File: config.mk
export PLATFORM = sky130hd
export DESIGN_NAME = dacfg_top
export DESIGN_NICKNAME = d
export VERILOG_FILES = /design/src/inc/dacfg_pkg.sv /design/src/dacfg_buf2.sv /design/src/dacfg_serial.sv /design/src/dacfg_top.sv
export SDC_FILE = /design/constraint.sdc
export NUM_CORES = 1
export LEC_CHECK = 0
export BUFFER_PORTS_ARGS = -buffer_cell sky130_fd_sc_hd__buf_2
export CAP_MARGIN = 0
export CORE_MARGIN = 5
export CORE_UTILIZATION = 29
export DETAILED_ROUTE_END_ITERATION = 7
export HOLD_SLACK_MARGIN = 0.08
export PLACE_DENSITY = 0.56
export SLEW_MARGIN = 10
export SYNTH_ARGS = -nofsm -noshare
export SYNTH_HDL_FRONTEND = slang
export SYNTH_HIERARCHICAL = 1
export SYNTH_SLANG_ARGS = --single-unit
export TNS_END_PERCENT = 5
File: constraint.sdc
create_clock -name clock_in -period 4.7 [get_ports clock_in]
set_clock_uncertainty 0.05 [all_clocks]
set_input_delay 1.41 -clock clock_in [delete_from_list [all_inputs] [get_ports clock_in]]
set_output_delay 1.41 -clock clock_in [all_outputs]
set_load 0.03 [all_outputs]
File: src/inc/dacfg_pkg.sv
// dacfg_pkg: shared constants and types for the dual converter control block
package dacfg_pkg;
   // register byte addresses
   localparam logic [7:0] CTRL_ADDR   = 8'h00;
   localparam logic [7:0] STATUS_ADDR = 8'h04;
   localparam logic [7:0] CMREF_ADDR  = 8'h08;
   localparam logic [7:0] SAMPA_ADDR  = 8'h0C;
   localparam logic [7:0] SAMPB_ADDR  = 8'h10;
   // ctrl fields
   localparam int CTRL_FMT_LSB  = 0;
   localparam int CTRL_DIV_LSB  = 2;
   localparam int CTRL_MODE_LSB = 4;
   localparam int CTRL_BIAS_BIT = 6;
   localparam int CTRL_SOFT_BIT = 7;
   localparam logic [7:0] CTRL_RESET  = 8'h00;
   // common-mode code: 0 is 0.45 V, step 0.15 V, 6 is 1.35 V
   localparam logic [2:0] CMREF_RESET = 3'h3;
   localparam logic [2:0] CMREF_MAX   = 3'h6;
   // strap levels
   localparam logic [1:0] STRAP_GND  = 2'h0;
   localparam logic [1:0] STRAP_SUP  = 2'h1;
   localparam logic [1:0] STRAP_OPEN = 2'h2;
   // timing
   localparam int LATENCY_CYC = 9;
   localparam int STAGES      = 10;
   localparam int HALF_STEPS  = 2 * LATENCY_CYC - STAGES;
   typedef enum logic [2:0] {
      DACFG_FMT_TWOS = 3'b001,
      DACFG_FMT_OBIN = 3'b010,
      DACFG_FMT_GRAY = 3'b100
   } dacfg_fmt_e;
   typedef enum logic [2:0] {
      DACFG_BUS_DUAL = 3'b001,
      DACFG_BUS_MUXA = 3'b010,
      DACFG_BUS_MUXB = 3'b100
   } dacfg_bus_e;
endpackage

File: src/dacfg_buf2.sv
// dacfg_buf2: two-entry valid/ready buffer for sample pairs
`timescale 1ns/10ps
`default_nettype none
module dacfg_buf2
   import dacfg_pkg::*;
(
   input  wire logic        clock_in,
   input  wire logic        rst_n_in,
   input  wire logic        in_valid_in,
   input  wire logic [21:0] in_data_in,
   output var  logic        in_ready_out,
   output var  logic        out_valid_out,
   output var  logic [21:0] out_data_out,
   input  wire logic        out_ready_in
);
   typedef struct packed {
      logic [1:0][21:0] mem;
      logic             wptr;
      logic             rptr;
      logic [1:0]       cnt;
   } dacfg_buf_s;
   dacfg_buf_s st_ff, nxt_st;
   logic push, pop;
   always_comb begin
      nxt_st = st_ff;
      push = in_valid_in && (st_ff.cnt != 2'h2);
      pop  = out_ready_in && (st_ff.cnt != 2'h0);
      if (push) begin
         nxt_st.mem[st_ff.wptr] = in_data_in;
         nxt_st.wptr = ~st_ff.wptr;
      end
      if (pop) begin
         nxt_st.rptr = ~st_ff.rptr;
      end
      nxt_st.cnt = st_ff.cnt + {1'b0, push} - {1'b0, pop};
   end
   always_ff @(posedge clock_in or negedge rst_n_in) begin
      if (!rst_n_in) begin
         st_ff <= '0;
      end else begin
         st_ff <= nxt_st;
      end
   end
   assign in_ready_out  = (st_ff.cnt != 2'h2);
   assign out_valid_out = (st_ff.cnt != 2'h0);
   assign out_data_out  = st_ff.mem[st_ff.rptr];
   never_over_a: assert property (@(posedge clock_in) disable iff (!rst_n_in) st_ff.cnt <= 2'h2)
      else $error("buffer count above two");
endmodule
`default_nettype wire

File: src/dacfg_serial.sv
// dacfg_serial: serial configuration port, 16-bit write cycles on the shared pins
`timescale 1ns/10ps
`default_nettype none
module dacfg_serial
   import dacfg_pkg::*;
(
   input  wire logic       clock_in,
   input  wire logic       rst_n_in,
   input  wire logic       enable_in,
   input  wire logic       sel_n_in,
   input  wire logic       sdata_in,
   input  wire logic       sclk_in,
   output var  logic       wr_out,
   output var  logic [6:0] addr_out,
   output var  logic [7:0] data_out
);
   typedef struct packed {
      logic [15:0] shift;
      logic [4:0]  cnt;
      logic        sclk_d;
      logic        wr;
   } dacfg_ser_s;
   dacfg_ser_s st_ff, nxt_st;
   always_comb begin
      nxt_st = st_ff;
      nxt_st.sclk_d = sclk_in;
      nxt_st.wr = 1'b0;
      if (!enable_in || sel_n_in) begin
         nxt_st.cnt = 5'h00;
      end else if (sclk_in && !st_ff.sclk_d && st_ff.cnt != 5'h10) begin
         nxt_st.shift = {st_ff.shift[14:0], sdata_in};
         nxt_st.cnt = st_ff.cnt + 5'h01;
         // first bit zero marks a write
         if (st_ff.cnt == 5'h0F && !st_ff.shift[14]) begin
            nxt_st.wr = 1'b1;
         end
      end
   end
   always_ff @(posedge clock_in or negedge rst_n_in) begin
      if (!rst_n_in) begin
         st_ff <= '0;
      end else begin
         st_ff <= nxt_st;
      end
   end
   assign wr_out   = st_ff.wr;
   assign addr_out = st_ff.shift[14:8];
   assign data_out = st_ff.shift[7:0];
endmodule
`default_nettype wire

File: src/dacfg_top.sv
// dacfg_top: control and output side of a dual 10-bit pipelined converter
// Overview of operation
// - port-select high: straps; low: serial port
// - serial mode: shared pins are select, data, clock
// - power-down pin high forces power-down state
// - parallel mode: power-down falling edge resets config
// - result appears nine sample cycles after sampling
// - ten stages, one stage per half cycle
// - format strap: gnd twos, supply offset, open gray
// - divider strap: gnd /1, supply /2, open /4
// - bus strap: gnd dual, supply mux on A
// - bus strap open: mux on B pins
// - mux bus: owning channel first, then other
// - ten-bit output words, bit 9 msb
// - per-channel over-range flag output
// - per-channel data clock output
// - sync input aligns divider phase
// - common mode 0.45-1.35 V, 0.15 V steps, default 0.90
// - bias resistors only when enabled by serial write
//
// The APB interface to the registers and the address map were left to the implementer.
`timescale 1ns/10ps
`default_nettype none
module dacfg_top
   import dacfg_pkg::*;
(
   input  wire logic        clock_in,
   input  wire logic        nrst_in,
   input  wire logic        psel,
   input  wire logic        penable,
   input  wire logic        pwrite,
   input  wire logic [7:0]  paddr,
   input  wire logic [31:0] pwdata,
   output var  logic [31:0] prdata,
   output var  logic        pready,
   output var  logic        pslverr,
   input  wire logic        host_port_select_n_in,
   input  wire logic        power_down_pin_in,
   input  wire logic [1:0]  serial_in_or_format_strap_in,
   input  wire logic [1:0]  serial_clock_or_divider_strap_in,
   input  wire logic [1:0]  chip_select_or_bus_mode_strap_in,
   input  wire logic        sync_in,
   input  wire logic [9:0]  chan_a_raw_in,
   input  wire logic [9:0]  chan_b_raw_in,
   input  wire logic        chan_a_ovr_raw_in,
   input  wire logic        chan_b_ovr_raw_in,
   input  wire logic        rx_ready_in,
   output var  logic [9:0]  chan_a_sample_bus_out,
   output var  logic [9:0]  chan_a_sample_bus_oe_out,
   output var  logic [9:0]  chan_b_sample_bus_out,
   output var  logic [9:0]  chan_b_sample_bus_oe_out,
   output var  logic        chan_a_over_range_out,
   output var  logic        chan_b_over_range_out,
   output var  logic        chan_a_output_clock_out,
   output var  logic        chan_b_output_clock_out,
   output var  logic        powered_down_out,
   output var  logic        bias_enable_out,
   output var  logic [2:0]  cm_ref_code_out
);
   typedef struct packed {
      logic [1:0]       rst_sync;
      logic             pd_d;
      logic [7:0]       ctrl;
      logic [2:0]       cmref;
      logic [1:0]       div_cnt;
      logic             sync_d;
      logic             tick;
      logic [HALF_STEPS-1:0][21:0] pipe;
      logic [HALF_STEPS-1:0]       pvld;
      logic [21:0]      hold;
      logic             phase;
      logic [9:0]       qa;
      logic [9:0]       qb;
      logic [9:0]       oea;
      logic [9:0]       oeb;
      logic             ova;
      logic             ovb;
      logic             dca;
      logic             dcb;
      logic [31:0]      rdata;
      logic             rdy;
      logic             err;
   } dacfg_top_s;
   dacfg_top_s st_ff, nxt_st;
   logic        rst_n;
   logic        ser_wr;
   logic [6:0]  ser_addr;
   logic [7:0]  ser_data;
   logic        buf_in_ready;
   logic        buf_valid;
   logic [21:0] buf_data;
   logic        buf_take;
   logic        serial_mode;
   logic [1:0]  fmt_sel;
   logic [1:0]  div_sel;
   logic [1:0]  bus_sel;
   dacfg_fmt_e  fmt;
   dacfg_bus_e  bus;
   logic [9:0]  wa;
   logic [9:0]  wb;
   logic [2:0]  div_lim;
   assign rst_n = st_ff.rst_sync[1];
   assign serial_mode = !host_port_select_n_in;
   dacfg_serial u_ser (
      .clock_in (clock_in),
      .rst_n_in (rst_n),
      .enable_in(serial_mode),
      .sel_n_in (chip_select_or_bus_mode_strap_in[0]),
      .sdata_in (serial_in_or_format_strap_in[0]),
      .sclk_in  (serial_clock_or_divider_strap_in[0]),
      .wr_out   (ser_wr),
      .addr_out (ser_addr),
      .data_out (ser_data)
   );
   dacfg_buf2 u_buf (
      .clock_in     (clock_in),
      .rst_n_in     (rst_n),
      .in_valid_in  (st_ff.pvld[HALF_STEPS-1]),
      .in_data_in   (st_ff.pipe[HALF_STEPS-1]),
      .in_ready_out (buf_in_ready),
      .out_valid_out(buf_valid),
      .out_data_out (buf_data),
      .out_ready_in (buf_take)
   );
   assign fmt_sel = serial_mode ? st_ff.ctrl[CTRL_FMT_LSB +: 2]  : serial_in_or_format_strap_in;
   assign div_sel = serial_mode ? st_ff.ctrl[CTRL_DIV_LSB +: 2]  : serial_clock_or_divider_strap_in;
   assign bus_sel = serial_mode ? st_ff.ctrl[CTRL_MODE_LSB +: 2] : chip_select_or_bus_mode_strap_in;
   always_comb begin
      case (fmt_sel)
         STRAP_GND: fmt = DACFG_FMT_TWOS;
         STRAP_SUP: fmt = DACFG_FMT_OBIN;
         default:   fmt = DACFG_FMT_GRAY;
      endcase
      // open strap puts mux on B
      case (bus_sel)
         STRAP_GND: bus = DACFG_BUS_DUAL;
         STRAP_SUP: bus = DACFG_BUS_MUXA;
         default:   bus = DACFG_BUS_MUXB;
      endcase
      case (div_sel)
         STRAP_GND: div_lim = 3'h1;
         STRAP_SUP: div_lim = 3'h2;
         default:   div_lim = 3'h4;
      endcase
   end
   // raw inputs are offset binary; convert per format
   function automatic logic [9:0] fmt_word(input logic [9:0] w, input dacfg_fmt_e f);
      case (f)
         DACFG_FMT_TWOS: fmt_word = {~w[9], w[8:0]};
         DACFG_FMT_OBIN: fmt_word = w;
         DACFG_FMT_GRAY: fmt_word = w ^ (w >> 1);
         default:        fmt_word = w;
      endcase
   endfunction
   assign wa = fmt_word(buf_data[9:0], fmt);
   assign wb = fmt_word(buf_data[20:11], fmt);
   // pop when the outputs update, in mux mode only on the second word, so no word is skipped or repeated
   assign buf_take = buf_valid && rx_ready_in && !power_down_pin_in
                     && (bus == DACFG_BUS_DUAL || st_ff.phase);
   always_comb begin
      nxt_st = st_ff;
      nxt_st.rst_sync = {st_ff.rst_sync[0], 1'b1};
      nxt_st.pd_d = power_down_pin_in;
      nxt_st.sync_d = sync_in;
      nxt_st.rdy = 1'b0;
      nxt_st.err = 1'b0;
      if (sync_in && !st_ff.sync_d) begin
         nxt_st.div_cnt = 2'h0;
         nxt_st.tick = 1'b0;
      end else if ({1'b0, st_ff.div_cnt} + 3'h1 >= div_lim) begin
         nxt_st.div_cnt = 2'h0;
         nxt_st.tick = 1'b1;
      end else begin
         nxt_st.div_cnt = st_ff.div_cnt + 2'h1;
         nxt_st.tick = 1'b0;
      end
      nxt_st.pipe[0] = {chan_b_ovr_raw_in, chan_b_raw_in, chan_a_ovr_raw_in, chan_a_raw_in};
      nxt_st.pvld[0] = st_ff.tick && buf_in_ready;
      for (int i = 1; i < HALF_STEPS; i++) begin
         nxt_st.pipe[i] = st_ff.pipe[i-1];
         nxt_st.pvld[i] = st_ff.pvld[i-1];
      end
      if (power_down_pin_in) begin
         nxt_st.oea = 10'h000;
         nxt_st.oeb = 10'h000;
      end else begin
         nxt_st.oea = (bus == DACFG_BUS_MUXB) ? 10'h000 : 10'h3FF;
         nxt_st.oeb = (bus == DACFG_BUS_MUXA) ? 10'h000 : 10'h3FF;
      end
      if (buf_valid && rx_ready_in && !power_down_pin_in) begin
         if (bus == DACFG_BUS_DUAL) begin
            nxt_st.qa = wa;
            nxt_st.qb = wb;
            nxt_st.ova = buf_data[10];
            nxt_st.ovb = buf_data[21];
            nxt_st.dca = ~st_ff.dca;
            nxt_st.dcb = ~st_ff.dcb;
         end else begin
            nxt_st.phase = ~st_ff.phase;
            if ((bus == DACFG_BUS_MUXA) ^ st_ff.phase) begin
               nxt_st.qa = wa;
               nxt_st.qb = wa;
               nxt_st.ova = buf_data[10];
               nxt_st.ovb = buf_data[10];
            end else begin
               nxt_st.qa = wb;
               nxt_st.qb = wb;
               nxt_st.ova = buf_data[21];
               nxt_st.ovb = buf_data[21];
            end
            nxt_st.dca = ~st_ff.dca;
            nxt_st.dcb = ~st_ff.dcb;
         end
      end
      // apb slave, one wait state per access
      if (psel && penable && !st_ff.rdy) begin
         nxt_st.rdy = 1'b1;
         nxt_st.rdata = 32'h0000_0000;
         case (paddr)
            CTRL_ADDR: begin
               // apb write keeps the bias bit; only a serial write sets it
               if (pwrite) begin
                  nxt_st.ctrl = pwdata[7:0];
                  nxt_st.ctrl[CTRL_BIAS_BIT] = st_ff.ctrl[CTRL_BIAS_BIT];
               end
               nxt_st.rdata = {24'h00_0000, st_ff.ctrl};
            end
            STATUS_ADDR: nxt_st.rdata = {28'h000_0000, buf_valid, st_ff.tick, power_down_pin_in, serial_mode};
            CMREF_ADDR: begin
               if (pwrite && pwdata[2:0] <= CMREF_MAX) nxt_st.cmref = pwdata[2:0];
               nxt_st.rdata = {29'h0000_0000, st_ff.cmref};
            end
            SAMPA_ADDR: nxt_st.rdata = {21'h00_0000, st_ff.ova, st_ff.qa};
            SAMPB_ADDR: nxt_st.rdata = {21'h00_0000, st_ff.ovb, st_ff.qb};
            default: nxt_st.err = 1'b1;
         endcase
      end
      if (ser_wr && ser_addr == 7'h08) begin
         nxt_st.ctrl[CTRL_BIAS_BIT] = ser_data[CTRL_BIAS_BIT];
         nxt_st.cmref = (ser_data[2:0] <= CMREF_MAX) ? ser_data[2:0] : st_ff.cmref;
      end
      if (!serial_mode) begin
         nxt_st.ctrl[CTRL_BIAS_BIT] = 1'b0;
      end
      if ((!serial_mode && st_ff.pd_d && !power_down_pin_in) || st_ff.ctrl[CTRL_SOFT_BIT]) begin
         nxt_st.ctrl = CTRL_RESET;
         nxt_st.cmref = CMREF_RESET;
      end
   end
   always_ff @(posedge clock_in or negedge nrst_in) begin
      if (!nrst_in) begin
         st_ff <= '0;
         st_ff.cmref <= CMREF_RESET;
      end else if (!st_ff.rst_sync[1]) begin
         st_ff <= '0;
         st_ff.rst_sync <= {st_ff.rst_sync[0], 1'b1};
         st_ff.cmref <= CMREF_RESET;
      end else begin
         st_ff <= nxt_st;
      end
   end
   assign prdata = st_ff.rdata;
   assign pready = st_ff.rdy;
   assign pslverr = st_ff.err;
   assign chan_a_sample_bus_out = st_ff.qa;
   assign chan_b_sample_bus_out = st_ff.qb;
   assign chan_a_sample_bus_oe_out = st_ff.oea;
   assign chan_b_sample_bus_oe_out = st_ff.oeb;
   assign chan_a_over_range_out = st_ff.ova;
   assign chan_b_over_range_out = st_ff.ovb;
   assign chan_a_output_clock_out = st_ff.dca;
   assign chan_b_output_clock_out = st_ff.dcb;
   assign powered_down_out = st_ff.pd_d;
   assign bias_enable_out = st_ff.ctrl[CTRL_BIAS_BIT];
   assign cm_ref_code_out = st_ff.cmref;
   pd_tristate_a: assert property (@(posedge clock_in) disable iff (!rst_n)
      power_down_pin_in |=> (chan_a_sample_bus_oe_out == 10'h000 && chan_b_sample_bus_oe_out == 10'h000))
      else $error("outputs driven in power-down");
   pd_cfg_reset_a: assert property (@(posedge clock_in) disable iff (!rst_n)
      (!serial_mode && $fell(power_down_pin_in)) |=> (cm_ref_code_out == CMREF_RESET))
      else $error("config not reset");
   cm_range_a: assert property (@(posedge clock_in) disable iff (!rst_n)
      cm_ref_code_out <= CMREF_MAX) else $error("common-mode code out of range");
   bias_parallel_a: assert property (@(posedge clock_in) disable iff (!rst_n)
      !serial_mode ##1 !serial_mode |-> !bias_enable_out) else $error("bias on in parallel mode");
   pipe_depth_a: assert property (@(posedge clock_in) disable iff (!rst_n)
      (nxt_st.pvld[0] && !(sync_in && !st_ff.sync_d)) |-> ##8 st_ff.pvld[HALF_STEPS-1])
      else $error("pipeline depth wrong");
   dclk_toggle_a: assert property (@(posedge clock_in) disable iff (!rst_n)
      $changed(chan_a_sample_bus_out) |-> $changed(chan_a_output_clock_out)) else $error("data without clock");
   // apb answer in one cycle
   apb_answer_a: assert property (@(posedge clock_in) disable iff (!rst_n)
      (psel && penable && !pready) |=> pready) else $error("apb late");
   dual_enable_a: assert property (@(posedge clock_in) disable iff (!rst_n)
      (bus == DACFG_BUS_DUAL && !power_down_pin_in) |=> chan_b_sample_bus_oe_out == 10'h3FF)
      else $error("dual bus not enabled");
   cover_dual_c: cover property (@(posedge clock_in) bus == DACFG_BUS_DUAL && buf_take);
   cover_muxb_c: cover property (@(posedge clock_in) bus == DACFG_BUS_MUXB && buf_take);
   cover_stall_c: cover property (@(posedge clock_in) !buf_in_ready);
endmodule
`default_nettype wire

-- Word level (Yosys, flattened, before mapping)
Index checks and enable logic that the tools add are counted.
- register bits: 351
- $add $sub $neg: 5
- order comparisons: 6
- equality and inequality tests: 27
- mux-type cells: 46
- bitwise logic cells: 11
- reduce and logical (&&, ||, !) cells: 37
- operators by type and width (operator ; number):
    $mux W301 ; 1
    $mux W22 ; 3
    $mux W20 ; 3
    $pmux W11 S5 ; 1
    $bwmux W44 ; 1
    $pmux W10 S2 ; 2
    $mux W34 ; 1
    $demux W22 S1 ; 1
    $mux W11 ; 2
    $mux W21 ; 1
    $mux W10 ; 2
    $xor A10 B9 Y10 ; 2
    $pmux W3 S2 ; 3
    $logic_and A1 B1 Y1 ; 17
    $eq A8 B4 Y1 const B ; 2
    $mux W8 ; 2
    $mux W2 ; 6
    $mux W3 ; 4
    $ne A4 B1 Y1 const B ; 3
    $mux W5 ; 2
    $mux W1 ; 9
    $eq A8 B3 Y1 const B ; 1
    $eq A8 B5 Y1 const B ; 1
    $logic_not A8 Y1 ; 1
    other kinds (32) ; 61

-- Depth between registers and ports, before layout
- depth in word-level cells: 9
- mapped depth: 11
- depth with buffers taken out: 10

-- Hierarchy
Netlist, hierarchy kept.
- modules (own cells, without submodules) (module ; times used ; cells an instance ; area each (um^2) ; sequential area each (um^2)):
    dacfg_top ; 1 ; 775 ; 9551.7 ; 6058.3
    dacfg_buf2 ; 1 ; 135 ; 2316.0 ; 1201.2
    dacfg_serial ; 1 ; 83 ; 1109.8 ; 550.5

-- Worst setup path before layout
Ideal clock, no wire load.
- kind: register to register
- start point: register st_ff, in the netlist rst_n
- end point: register st_ff, in the netlist chan_b_sample_bus_out[0]
- library setup time: 0.091 ns
- arrival: 2.981 ns
- data required time: 4.559 ns
- slack: 1.578 ns
- stages on the path, launching flop included: 5
- path buffers: 0
- period minus slack after synthesis: 3.122 ns
- path through: dfrtp_1 > nand2b_1 > nor2_1 > nand2_1 > o221ai_1
- cells in the longest elaborated chain, start to end: 1
- elaborated cells between the ends (all ways): 2
- RTL lines (what ; RTL line ; RTL):
    from (decl) ; dacfg_top.sv:84 ; dacfg_top_s st_ff, nxt_st;
    from (signal assigned) ; dacfg_top.sv:259 ; st_ff <= nxt_st;
    $ne A2 B1 Y1 (no source line) or $mux W301 (tied branches) ; n/a ;
Several ways; a longest one is shown, not always the timed one.
A chain may end at the register's enable or synchronous reset.

==> flow_metrics.py <==
metrics = {
    "floorplanning": {
        "io-pin-count": 160,
        "die_area_um2": 49000,
        "coreArea_um2": 44200,
        "die_h_um": 221,
        "initial_core_util_pct": 29.3,
        "fp-row-count": 77,
        "fp.dieW_um": 221,
    },
    "final_layout": {
        "syn_to_final_growth_pct": 13.2,
        "drive_gt1_share_pct": 26.1,
        "diodes": 0,
        "fillers": 4365,
        "final_util_pct": 33.1,
        "fin_nets": 1122,
        "seq_area_um2": 7810,
        "final_cells": 1654,
        "multi_input_area_um2": 4260,
    },
    "clock_tree": {
        "hold_buffers": 0,
        "clock_sinks": 312,
        "ctsResizeCount": 0,
        "numCtsBuffers": 35,
        "h-tree-depth": 2,
        "cts_setup_buffers": 0,
        "cts_tree": "done",
        "cts.clk_slew.worst_paths_ns": 0.06,
        "clk-insertion-delay-late_ns": 0.51,
        "cts_root_buf": "clkbuf_16",
        "clock_path_buffers": 3,
    },
    "route": {
        "routedWlPerCell_um": 14.0,
        "drtPass1Iterations": 4,
        "routed_wl_mm": 23.1,
        "detail_route.vias_per_cell": 4.17,
        "drt_iter0_drc": 372,
        "vias": 6904,
        "ant_nets": 0,
        "drcViolationCount": 0,
    },
    "synth": {
        "syn_area_um2": 12900,
        "syn_area_per_cell_um2": 13.1,
        "synthCells": 989,
        "synth_warnings": 6,
    },
    "worst_setup_path": {
        "setup.worst_path.start_class": "input pin",
        "critPathSlowestCell": "or3_1",
        "arrival_ns": 3.30,
        "worstPathCellList": "buf_2 > or3_1 > o31ai_1 > buf_4 > nor2_1 > nor2_1 > and2_1 > ha_1 > inv_1 > ha_1 > xnor2_1 > xnor2_1",
        "r2r_start": "u_buf/st_ff[1]$_DFF_PN0_",
        "reg2reg_slack_ns": 2.31,
        "crit_required_ns": 5.08,
        "crit_fanout": 14,
        "cp-end-kind": "flip-flop",
        "critPathMaxStageDelay_ns": 0.41,
        "path_class": "in -> reg",
        "worstReg2RegEnd": "chan_a_sample_bus_out[8]$_DFFE_PN0P_",
        "reg2reg_depth": 6,
    },
    "power_and_ir_drop": {
        "cellLeakagePower_uw": 0.00723,
        "pwr_density_cell_nw_per_um2": 401,
        "peakVddDrop_v": 0.000216,
        "p_total_uw": 5880,
    },
    "sta": {
        "rsz0062_at_grt": "false",
        "hold_slack_ns": 0.293,
        "hold_violations": 0,
        "slew_headroom_pct": 27.4,
        "finalMaxSlewViolations": 0,
        "period_share_pct": 62.0,
        "max_slew.worst_pin.slew_ns": 1.09,
        "fin_crit_ns": 2.92,
        "finalSetupViolCount": 0,
        "clock.fmax_mhz": 343,
        "setup-tns-final_ns": 0,
    },
    "grt": {
        "antenna_found_initial": 0,
        "groute.usage.overall_pct": 9.35,
        "overflow": 0,
        "grt_pass1_wl_mm": 38.6,
        "grt_max_degree": 217,
        "first_global_vias": 7103,
    },
    "placed_design": {
        "dp_hpwl_mm": 15.0,
        "place_congestion": 0.816,
        "numPlacedInstances": 1591,
        "io_buffers": 113,
    },
    "worst_hold_path": {
        "hold_path_class": "reg -> async",
    },
    "outcome": {
        "status": "completed",
    },
    "run": {
        "cap_violations": 0,
    },
}
-- report_power, final --
part	switching, µW	total, µW	internal, µW	leakage [µW]
Combinational	221	373	152	0.00238
Sequential	88.7	2850	2760	0.00428
Clock	1050	2660	1620	0.000573
-- worst max path at each step --
stage | start | to | slack (ns)
after floorplan | rst_n$_DFF_PN0_ | chan_b_sample_bus_out[0]$_DFFE_PN0P_ | 1.58
after global placement | host_port_select_n_in | u_buf/st_ff[1]$_DFF_PN0_ | 1.29
after detailed placement | host_port_select_n_in | u_buf/st_ff[1]$_DFF_PN0_ | 1.30
after CTS | host_port_select_n_in | u_buf/st_ff[1]$_DFF_PN0_ | 1.83
after global routing | host_port_select_n_in | u_buf/st_ff[1]$_DFF_PN0_ | 1.66
final | host_port_select_n_in | u_buf/st_ff[1]$_DFF_PN0_ | 1.78
-- worst max-delay path: cells and delay by family --
kind / cells / cell delay (ns)
compound gates: 1 / 0.07
buf+inv: 3 / 0.45
xor+xnor: 2 / 0.28
simple gates: 4 / 0.69
fa+ha+maj: 2 / 0.38
-- per-layer routing --
metal  vias to the layer above  global-route usage (%)  part of all wire, %
met5                         -                       0                    0
met4                         0                    3.30                  2.8
met3                        41                    2.40                  5.4
met2                       184                    14.5                   45
met1                      3387                    12.8                   47
li1                       3292                       -                    -
-- through the flow --
step,worst slack [ns],area (µm²)
after floorplan,1.58,13000
after global placement,1.29,13500
after detailed placement,1.30,13500
after CTS,1.83,14700
after global routing,1.66,14700
final,1.78,14700
-- registers in the layout (all words and copies together), names as in the netlist, 3 cells and up --
register / flops
chan_a_sample_bus_out: 10
chan_b_sample_bus_out: 10
cm_ref_code_out: 3
nxt_st: 162
prdata: 11
st_ff: 35
u_buf/st_ff: 48
u_ser/addr_out: 7
u_ser/data_out: 8
u_ser/st_ff: 6
-- area by class of cell --
class | instances | area share (%)
timing repair buffer | 120 | 4.46
inverter | 9 | 0.231
clock buffer | 55 | 7.53
clock inverter | 8 | 0.333
multi-input combinational | 558 | 29.1
tap | 592 | 5.06
sequential | 312 | 53.3
-- cell usage in the layout, fill, tap and decap left out, types with 19 or more instances in the layout --
cell / n
and2_1: 190
clkbuf_16: 37
mux2_4: 49
xor2_1: 22
conb_1: 22
buf_2: 112
mux2_2: 37
a22o_1: 19
nand2_1: 50
dfrtp_1: 309
Note: power is estimated with default switching activity, not from simulation.
